<file path="config.mk">
export PLATFORM = sky130hd
export DESIGN_NAME = lowside_switch_control_spi
export DESIGN_NICKNAME = d
export VERILOG_FILES = /design/src/lowside_switch_control_spi.v /design/src/sync2.v /design/src/fault_chan.v
export VERILOG_INCLUDE_DIRS = /design/src
export SDC_FILE = /design/constraint.sdc
export NUM_CORES = 1
export LEC_CHECK = 0
export CAP_MARGIN = 0
export CORE_ASPECT_RATIO = 0.7
export CORE_MARGIN = 2
export CORE_UTILIZATION = 51
export CTS_BUF_LIST = sky130_fd_sc_hd__clkbuf_16
export CTS_CLUSTER_SIZE = 10
export DETAILED_ROUTE_END_ITERATION = 12
export DONT_BUFFER_PORTS = 1
export GPL_TIMING_DRIVEN = 0
export PLACE_DENSITY = 0.68
export SLEW_MARGIN = 20
export SYNTH_ARGS = -nofsm -noshare
export SYNTH_HDL_FRONTEND = slang
export SYNTH_SLANG_ARGS = --single-unit
</file>
<file path="constraint.sdc">
create_clock -name clk -period 2.7 [get_ports clk]
set_input_delay 0.81 -clock clk [delete_from_list [all_inputs] [get_ports clk]]
set_output_delay 0.81 -clock clk [all_outputs]
set_load 0.005 [all_outputs]
</file>
<file path="src/lowside_defines.vh">
// constants for the low-side switch control block
`ifndef LOWSIDE_DEFINES_VH
`define LOWSIDE_DEFINES_VH
// clock rate in MHz
`define CLK_MHZ 200
// mode filter least time in ns
`define MODE_TIME_NS 10000
// wake-up dead time in ns
`define WAKE_TIME_NS 40000
// fault filter time in ns
`define FILT_TIME_NS 50000
// retry-off time in ns
`define RETRY_TIME_NS 4100000
// command word fields
`define CMD_SLEEP_BIT 7
`define WORD_W 8
`define NUM_OUT 6
`define BIT_CNT_W 3
`define BIT_CNT_LAST 3'h7
`endif

</file>
<file path="src/lowside_switch_control_spi.v">
// six-channel low-side switch control with spi and parallel inputs
`timescale 1ns/1ps
`include "lowside_defines.vh"
// How it works
// - hex mode, enable low: outputs 0..2 are parallel input OR command bit.
// - hex mode: outputs 3..5 follow command bits 3..5 only.
// - dual mode: outputs 0,4,5 on by par_in_0 or all command bits 0,4,5.
// - dual mode: outputs 1,2,3 on by par_in_1 or all command bits 1,2,3.
// - mode input intermediate longer than 10 us selects dual mode.
// - hex, enable high, bit 7 clear: 3..5 off, 0..2 parallel only.
// - dual, enable high, bit 7 clear: groups follow parallel inputs, no sleep.
// - enable high and bit 7 set: all off, inputs ignored, spi reset.
// - sleep entry clears spi registers and faults, stops fault detection.
// - power-up or wake from sleep runs 40 us dead time, outputs off.
// - enable asserted outside sleep applies no dead time.
// - short beyond filter time turns output off for retry time, then retries.
// - off output below threshold for filter time flags open load.
// - short or open load latched per output and reported on spi.
// - in sleep the open-load pull-down sources are disabled.
// - sample data on rising clock, update output on falling clock.
// - chip select falling drives output word bit 7 at once.
// - 8-bit shift register, first input bit emerges after eight falling edges.
// - chip select high: serial output released, clock and data ignored.
// - chip select rising loads shift register into command word.
// - chip select rising clears latched faults; persistent ones re-latch.
// - overvoltage indication holds all outputs off while active.
// - filter time 50 us, retry-off time 4.1 ms.
module lowside_switch_control_spi #(
   parameter MODE_CYC = (`MODE_TIME_NS * `CLK_MHZ + 999) / 1000,
   parameter WAKE_CYC = (`WAKE_TIME_NS * `CLK_MHZ + 999) / 1000,
   parameter FILT_CYC = (`FILT_TIME_NS * `CLK_MHZ + 999) / 1000,
   parameter RETRY_CYC = (`RETRY_TIME_NS * `CLK_MHZ + 999) / 1000,
   parameter CNT_W = 20
) (
   input wire clk,
   input wire srst,
   input wire ce,
   input wire par_in_0,
   input wire par_in_1,
   input wire par_in_2_mode_select,
   input wire mode_mid_level,
   input wire enable_n,
   input wire battery_sense,
   input wire [5:0] drain_high,
   input wire spi_sclk,
   input wire spi_cs_n,
   input wire spi_mosi,
   output reg spi_miso,
   output wire spi_miso_oe_n,
   output wire [5:0] switch_out,
   output wire pulldown_en,
   output wire sleep_state,
   output wire dual_mode
);
// ==========================================
// input synchronisers
wire [9:0] raw_in = {drain_high, battery_sense, enable_n, mode_mid_level, par_in_2_mode_select};
wire [9:0] syn_in;
wire p0_s, p1_s, sck_s, cs_s, mosi_s;
genvar gi;
generate
   for (gi = 0; gi < 10; gi = gi + 1) begin : g_sync
      sync2 u_sync (
         .clk(clk),
         .srst(srst),
         .ce(ce),
         .d(raw_in[gi]),
         .q(syn_in[gi])
      );
   end
endgenerate
sync2 u_s_p0 (.clk(clk), .srst(srst), .ce(ce), .d(par_in_0), .q(p0_s));
sync2 u_s_p1 (.clk(clk), .srst(srst), .ce(ce), .d(par_in_1), .q(p1_s));
sync2 u_s_sck (.clk(clk), .srst(srst), .ce(ce), .d(spi_sclk), .q(sck_s));
sync2 u_s_mosi (.clk(clk), .srst(srst), .ce(ce), .d(spi_mosi), .q(mosi_s));
sync2 u_s_cs (.clk(clk), .srst(srst), .ce(ce), .d(~spi_cs_n), .q(cs_s));
wire p2_s = syn_in[0];
wire mid_s = syn_in[1];
wire en_n_s = syn_in[2];
wire ov_s = syn_in[3];
wire [5:0] drain_s = syn_in[9:4];

// ==========================================
// edge detection
reg sck_d_r;
reg cs_d_r;
reg en_n_d_r;
always @(posedge clk) begin
   if (srst) begin
      sck_d_r <= 1'b0;
      cs_d_r <= 1'b0;
      en_n_d_r <= 1'b0;
   end else if (ce) begin
      sck_d_r <= sck_s;
      cs_d_r <= cs_s;
      en_n_d_r <= en_n_s;
   end
end
wire sck_rise = sck_s & ~sck_d_r;
wire sck_fall = ~sck_s & sck_d_r;
wire cs_fall_n = cs_s & ~cs_d_r;
wire cs_rise_n = ~cs_s & cs_d_r;
wire en_assert = ~en_n_s & en_n_d_r;

// ==========================================
// sleep and wake control
reg [`WORD_W-1:0] cmd_r;
reg sleep_r;
reg wake_act_r;
reg [CNT_W-1:0] wake_cnt_r;
// sleep when enable high and bit 7
wire sleep_req = en_n_s & cmd_r[`CMD_SLEEP_BIT];
always @(posedge clk) begin
   if (srst) begin
      sleep_r <= 1'b0;
      wake_act_r <= 1'b1;
      wake_cnt_r <= {CNT_W{1'b0}};
   end else if (ce) begin
      if (sleep_req)
         sleep_r <= 1'b1;
      else if (en_assert)
         sleep_r <= 1'b0;
      if (en_assert && sleep_r) begin
         wake_act_r <= 1'b1;
         wake_cnt_r <= {CNT_W{1'b0}};
      end else if (wake_act_r) begin
         if (wake_cnt_r == WAKE_CYC[CNT_W-1:0] - 1'b1)
            wake_act_r <= 1'b0;
         wake_cnt_r <= wake_cnt_r + 1'b1;
      end
   end
end
assign sleep_state = sleep_r;
assign pulldown_en = ~sleep_r;

// ==========================================
// mode select filter
reg dual_r;
reg [CNT_W-1:0] mode_cnt_r;
always @(posedge clk) begin
   if (srst) begin
      dual_r <= 1'b0;
      mode_cnt_r <= {CNT_W{1'b0}};
   end else if (ce) begin
      if (!mid_s) begin
         mode_cnt_r <= {CNT_W{1'b0}};
         dual_r <= 1'b0;
      end else if (mode_cnt_r == MODE_CYC[CNT_W-1:0]) begin
         dual_r <= 1'b1;
      end else begin
         mode_cnt_r <= mode_cnt_r + 1'b1;
      end
   end
end
assign dual_mode = dual_r;

// ==========================================
// spi shift port
reg [`WORD_W-1:0] shift_r;
reg [`BIT_CNT_W-1:0] bit_cnt_r;
wire [5:0] fault_bits;
wire [`WORD_W-1:0] out_word = {2'h0, fault_bits};
wire spi_rst = sleep_r | sleep_req;
always @(posedge clk) begin
   if (srst) begin
      shift_r <= 8'h00;
      cmd_r <= 8'h00;
      bit_cnt_r <= {`BIT_CNT_W{1'b0}};
      spi_miso <= 1'b0;
   end else if (ce) begin
      if (spi_rst) begin
         shift_r <= 8'h00;
         cmd_r <= 8'h00;
         bit_cnt_r <= {`BIT_CNT_W{1'b0}};
         spi_miso <= 1'b0;
      // load word and drive bit 7
      end else if (cs_fall_n) begin
         shift_r <= out_word;
         spi_miso <= out_word[`WORD_W-1];
         bit_cnt_r <= {`BIT_CNT_W{1'b0}};
      end else if (cs_rise_n) begin
         cmd_r <= shift_r;
      end else if (cs_s) begin
         if (sck_rise) begin
            shift_r <= {shift_r[`WORD_W-2:0], mosi_s};
            bit_cnt_r <= bit_cnt_r + 1'b1;
         end else if (sck_fall) begin
            spi_miso <= shift_r[`WORD_W-1];
         end
      end
   end
end
assign spi_miso_oe_n = ~cs_s | spi_rst;

// ==========================================
// output decision
reg [5:0] cmd_on;
wire spi_ok = ~en_n_s;
wire grp_a = p0_s | (spi_ok & cmd_r[0] & cmd_r[4] & cmd_r[5]);
wire grp_b = p1_s | (spi_ok & cmd_r[1] & cmd_r[2] & cmd_r[3]);
always @* begin
   cmd_on = 6'h00;
   if (sleep_r || sleep_req || wake_act_r || ov_s) begin
      cmd_on = 6'h00;
   end else if (dual_r) begin
      cmd_on = {grp_a, grp_a, grp_b, grp_b, grp_b, grp_a};
   end else begin
      cmd_on[0] = p0_s | (spi_ok & cmd_r[0]);
      cmd_on[1] = p1_s | (spi_ok & cmd_r[1]);
      cmd_on[2] = p2_s | (spi_ok & cmd_r[2]);
      cmd_on[5:3] = spi_ok ? cmd_r[5:3] : 3'h0;
   end
end

// ==========================================
// fault channels
wire det_en = ~sleep_r & ~sleep_req;
generate
   for (gi = 0; gi < `NUM_OUT; gi = gi + 1) begin : g_fault
      fault_chan #(
         .FILT_CYC(FILT_CYC),
         .RETRY_CYC(RETRY_CYC),
         .CNT_W(CNT_W)
      ) u_fault (
         .clk(clk),
         .srst(srst),
         .ce(ce),
         .cmd_on(cmd_on[gi]),
         .detect_en(det_en),
         .drain_high(drain_s[gi]),
         .fault_clr(cs_rise_n),
         .drive_on(switch_out[gi]),
         .fault_r(fault_bits[gi])
      );
   end
endgenerate
endmodule // lowside_switch_control_spi

</file>
<file path="src/sync2.v">
// two-flop synchroniser for one external level
`timescale 1ns/1ps
module sync2 (
   input wire clk,
   input wire srst,
   input wire ce,
   input wire d,
   output reg q
);
reg meta_r;
always @(posedge clk) begin
   if (srst) begin
      meta_r <= 1'b0;
      q <= 1'b0;
   end else if (ce) begin
      meta_r <= d;
      q <= meta_r;
   end
end
endmodule // sync2

</file>
<file path="src/fault_chan.v">
// per-output short and open-load qualification with retry
`timescale 1ns/1ps
`include "lowside_defines.vh"
module fault_chan #(
   parameter FILT_CYC = 10000,
   parameter RETRY_CYC = 820000,
   parameter CNT_W = 20
) (
   input wire clk,
   input wire srst,
   input wire ce,
   input wire cmd_on,
   input wire detect_en,
   input wire drain_high,
   input wire fault_clr,
   output wire drive_on,
   output reg fault_r
);
reg [CNT_W-1:0] filt_r;
reg [CNT_W-1:0] retry_r;
reg retry_act_r;
wire short_cond = cmd_on & ~retry_act_r & drain_high;
wire open_cond = ~cmd_on & ~drain_high;
wire cond = detect_en & (short_cond | open_cond);
wire qual = cond & (filt_r == FILT_CYC[CNT_W-1:0] - 1'b1);
assign drive_on = cmd_on & ~retry_act_r;
always @(posedge clk) begin
   if (srst) begin
      filt_r <= {CNT_W{1'b0}};
      retry_r <= {CNT_W{1'b0}};
      retry_act_r <= 1'b0;
      fault_r <= 1'b0;
   end else if (ce) begin
      if (!cond || qual)
         filt_r <= {CNT_W{1'b0}};
      else
         filt_r <= filt_r + 1'b1;
      if (!detect_en || !cmd_on) begin
         retry_act_r <= 1'b0;
         retry_r <= {CNT_W{1'b0}};
      end else if (qual && short_cond) begin
         retry_act_r <= 1'b1;
         retry_r <= {CNT_W{1'b0}};
      end else if (retry_act_r) begin
         if (retry_r == RETRY_CYC[CNT_W-1:0] - 1'b1)
            retry_act_r <= 1'b0;
         retry_r <= retry_r + 1'b1;
      end
      if (!detect_en)
         fault_r <= 1'b0;
      else if (qual)
         fault_r <= 1'b1;
      else if (fault_clr)
         fault_r <= 1'b0;
   end
end
endmodule // fault_chan

</file>
==> reports/results.tsv <==
metric	value	unit
status	complete, but fails checks	
violations	setup timing	
fill_cells	2871	
seq_area_frac_synth	0.414	
synth-seq-cells	344	
final_area	19000	um^2
start_util	0.516	
ir_worst_vdd	0.000459	V
nNetsFinal	2155	
hold_viol	0	
track_usage	0.268	
antenna_found_initial	4	
wl_per_cell	18.3	um
cts_sinks	344	
overflow	0	
min_period	2.90	ns
first_iter_violations	1749	
ys.warnings.count	0	
crit_fanout	5	
multi_input_area	9510	um^2
power.leakage	6.59	nW
cp.arrival	2.09	ns
worst_pin_slew	0.883	ns
place.gp.congestion	0.900	
grt_pass1_wl	74100	um
firstDrtPassIters	6	
synth_edf_count	0	
p_total	10.3	mW
powerDensity	539	nW/um^2
syn_nets	2069	
clock_latency	0.54	ns
crit_type	flip-flop to output pin	
hold_depth	1	
dieArea	34100	um^2
rsz0062_at_grt	yes	
endpoint_kind	output pin	
slew_viol_final	0	
synth.area.top_cells	dfxtp_1 (41%), nor2_1 (7.3%), xor2_1 (5.2%)	
synth_cell_type_count	79	
netlist_area	16600	um^2
post-route-period-util	1.07	
die-height	155	um
path_clk_slew	0.06	ns
layout-drive-gt1-share	0.102	
reg2reg_slack	-0.01	ns
regArea	6900	um^2
yosys.area.top_type	dfxtp_1	
synth_top_cell_area_share	0.414	
totalWireLength	46700	um
cts_tree	yes	
start_kind	flip-flop	
drc_errors	0	
vias_per_cell	6.06	
min_to	u_s_cs.meta_r	
area_growth_syn_to_layout	14.4	%
synth-main-ff-cell	dfxtp_1	
grt_pass1_vias	13893	
finClkSkew	0.0194	ns
drtAntennaViolNets	0	
max_freq	345	MHz
postLayoutCoreUtil	0.591	
maxCapViolCount	0	
placed_cell_area	17200	um^2
port_buffers	0	
vias	15476	
layout_setup_ws	-0.195	ns
htreeDepth	2	
ios	29	
dp_hpwl	31800	um
placement_rows	55	
syn_inst	2036	
maxSlewHeadroom	0.406	
core	32200	um^2
synth.avg_cell_area	8.17	um^2
min_path_type	input pin to flip-flop	
grt_max_degree	13	
synthArstFlopShare	0	
cts_inserted_buffers	40	
r2r-end	g_fault[5].u_fault.retry_r[19]	
dp_slack	-1.72	ns
setup_viol	6	
clockBufferDepth	3	
clock-root-buffer	clkbuf_16	
reg2reg_from	cmd_r[7]	
holdCritStartpoint	spi_cs_n	
cp.required	1.89	ns
die_w	220	um
r2r_cells	8	
layout make-up:
class | instances | share of cell area
Multi-Input combinational cell | 1556 | 0.500
Sequential cell | 344 | 0.363
Clock buffer | 41 | 0.0539
Antenna cell | 5 | 0.000658
Inverter | 41 | 0.00809
Clock inverter | 2 | 0.000592
Tap cell | 427 | 0.0281
Buffer | 93 | 0.0265
Timing Repair Buffer | 46 | 0.0195
what timing repair did:
action / 4_1_cts / 5_1_grt
gates resized for setup: 74 / 85
gates cloned: 0 / 3
buffers inserted: 22 / 24
pin swaps: 7 / 20
hold buffers: 0 / 0
endpoints found under the setup margin: 299 / 180
synthesized netlist by cell type (10+ instances only):
master	number
dfxtp_1	344
nor2_1	325
nand2_1	168
nand3_1	110
a21oi_1	106
xor2_1	98
nand4_1	84
clkbuf_1	77
o21ai_0	70
nor3_1	69
and3_1	55
mux2i_1	47
xnor2_1	41
inv_1	40
nor4_1	26
a31oi_1	25
or3_1	25
a211oi_1	18
and4_1	18
nand2b_1	18
nor2b_1	16
ha_1	15
nor4b_1	15
or4_1	15
a311oi_1	14
o21ai_1	13
o31ai_1	13
o211ai_1	12
a211o_1	11
or2_2	11
and2_1	10
flip-flops by register name, summed over array words and instances, names as in the netlist, 6 cells and up:
register / flops
cmd_r: 7
g_fault.u_fault.fault_r: 6
g_fault.u_fault.filt_r: 120
g_fault.u_fault.retry_act_r: 6
g_fault.u_fault.retry_r: 120
g_sync.u_sync.meta_r: 10
g_sync.u_sync.q: 10
mode_cnt_r: 20
shift_r: 8
wake_cnt_r: 20
worst max-delay path, cell delays in order (launching register included):
cell      delay (ns)
dfxtp_4         0.36
a2111o_1        0.54
a221o_2         0.41
nor2_4          0.13
buf_6           0.11
how the worst max path moves through the flow:
stage / cells after the start / endpoint / from
6_report: 4 / switch_out[1] / cmd_r[7]
5_1_grt: 4 / switch_out[1] / cmd_r[7]
4_1_cts: 6 / switch_out[4] / sleep_state
3_5_place_dp: 7 / g_fault[0].u_fault.fault_r / ce
3_3_place_gp: 7 / g_fault[0].u_fault.fault_r / ce
2_1_floorplan: 7 / g_fault[0].u_fault.fault_r / ce
power by group:
group	switching, mW	internal, mW	total (mW)	leakage (nW)
Combinational	0.313	0.126	0.439	3.30
Clock	2.00	2.66	4.66	0.511
Sequential	0.0367	5.12	5.15	2.78
Total	2.35	7.91	10.3	6.59
per-layer routing:
metal | part of all wire | wire length (um) | vias up | GRT usage
met5 | 0.00026 | 12 | - | 0
li1 | - | - | 7506 | -
met4 | 0.017 | 802 | 2 | 0.0633
met2 | 0.42 | 19500 | 542 | 0.392
met3 | 0.085 | 3960 | 71 | 0.0643
met1 | 0.48 | 22400 | 7355 | 0.397
cell usage in the layout, fill, tap and decap left out, drive strengths merged, types with 27 or more instances in the layout:
cell type and instances:
or3 27, inv 42, nand4 84, dfxtp 344, mux2i 47, nand3 110
nand2 168, xor2 98, and3 55, a21oi 107, o21ai 86, nor3 69
xnor2 41, clkbuf 117, nor2 325, buf 62
metrics by stage:
| step | TNS, ns | std cells | hold slack [ns] |
|---|---|---|---|
| after floorplan | 0 | 2036 | 0.425 |
| after CTS | -0.835 | 2526 | 0.367 |
| final | -0.853 | 2555 | 0.384 |
| after global routing | -1.36 | 2550 | 0.378 |
| after global placement | -257.54 | 2463 | 0.451 |
| after detailed placement | -254.50 | 2463 | 0.465 |
cells by family (layout without fill, tap and decap cells):
family / Yosys count / count (layout) / synth area share
AOI/OAI and AO/OA: 359 / 360 / 0.141
xor gates and xnor gates: 139 / 139 / 0.0732
adders and majority gates: 15 / 15 / 0.0113
buffers and inverters: 138 / 223 / 0.0338
DFF: 344 / 344 / 0.414
muxes: 50 / 50 / 0.0303
other: 0 / 5 / 0
and+or+nand+nor: 991 / 992 / 0.296
Note: power is estimated with default switching activity, not from simulation.
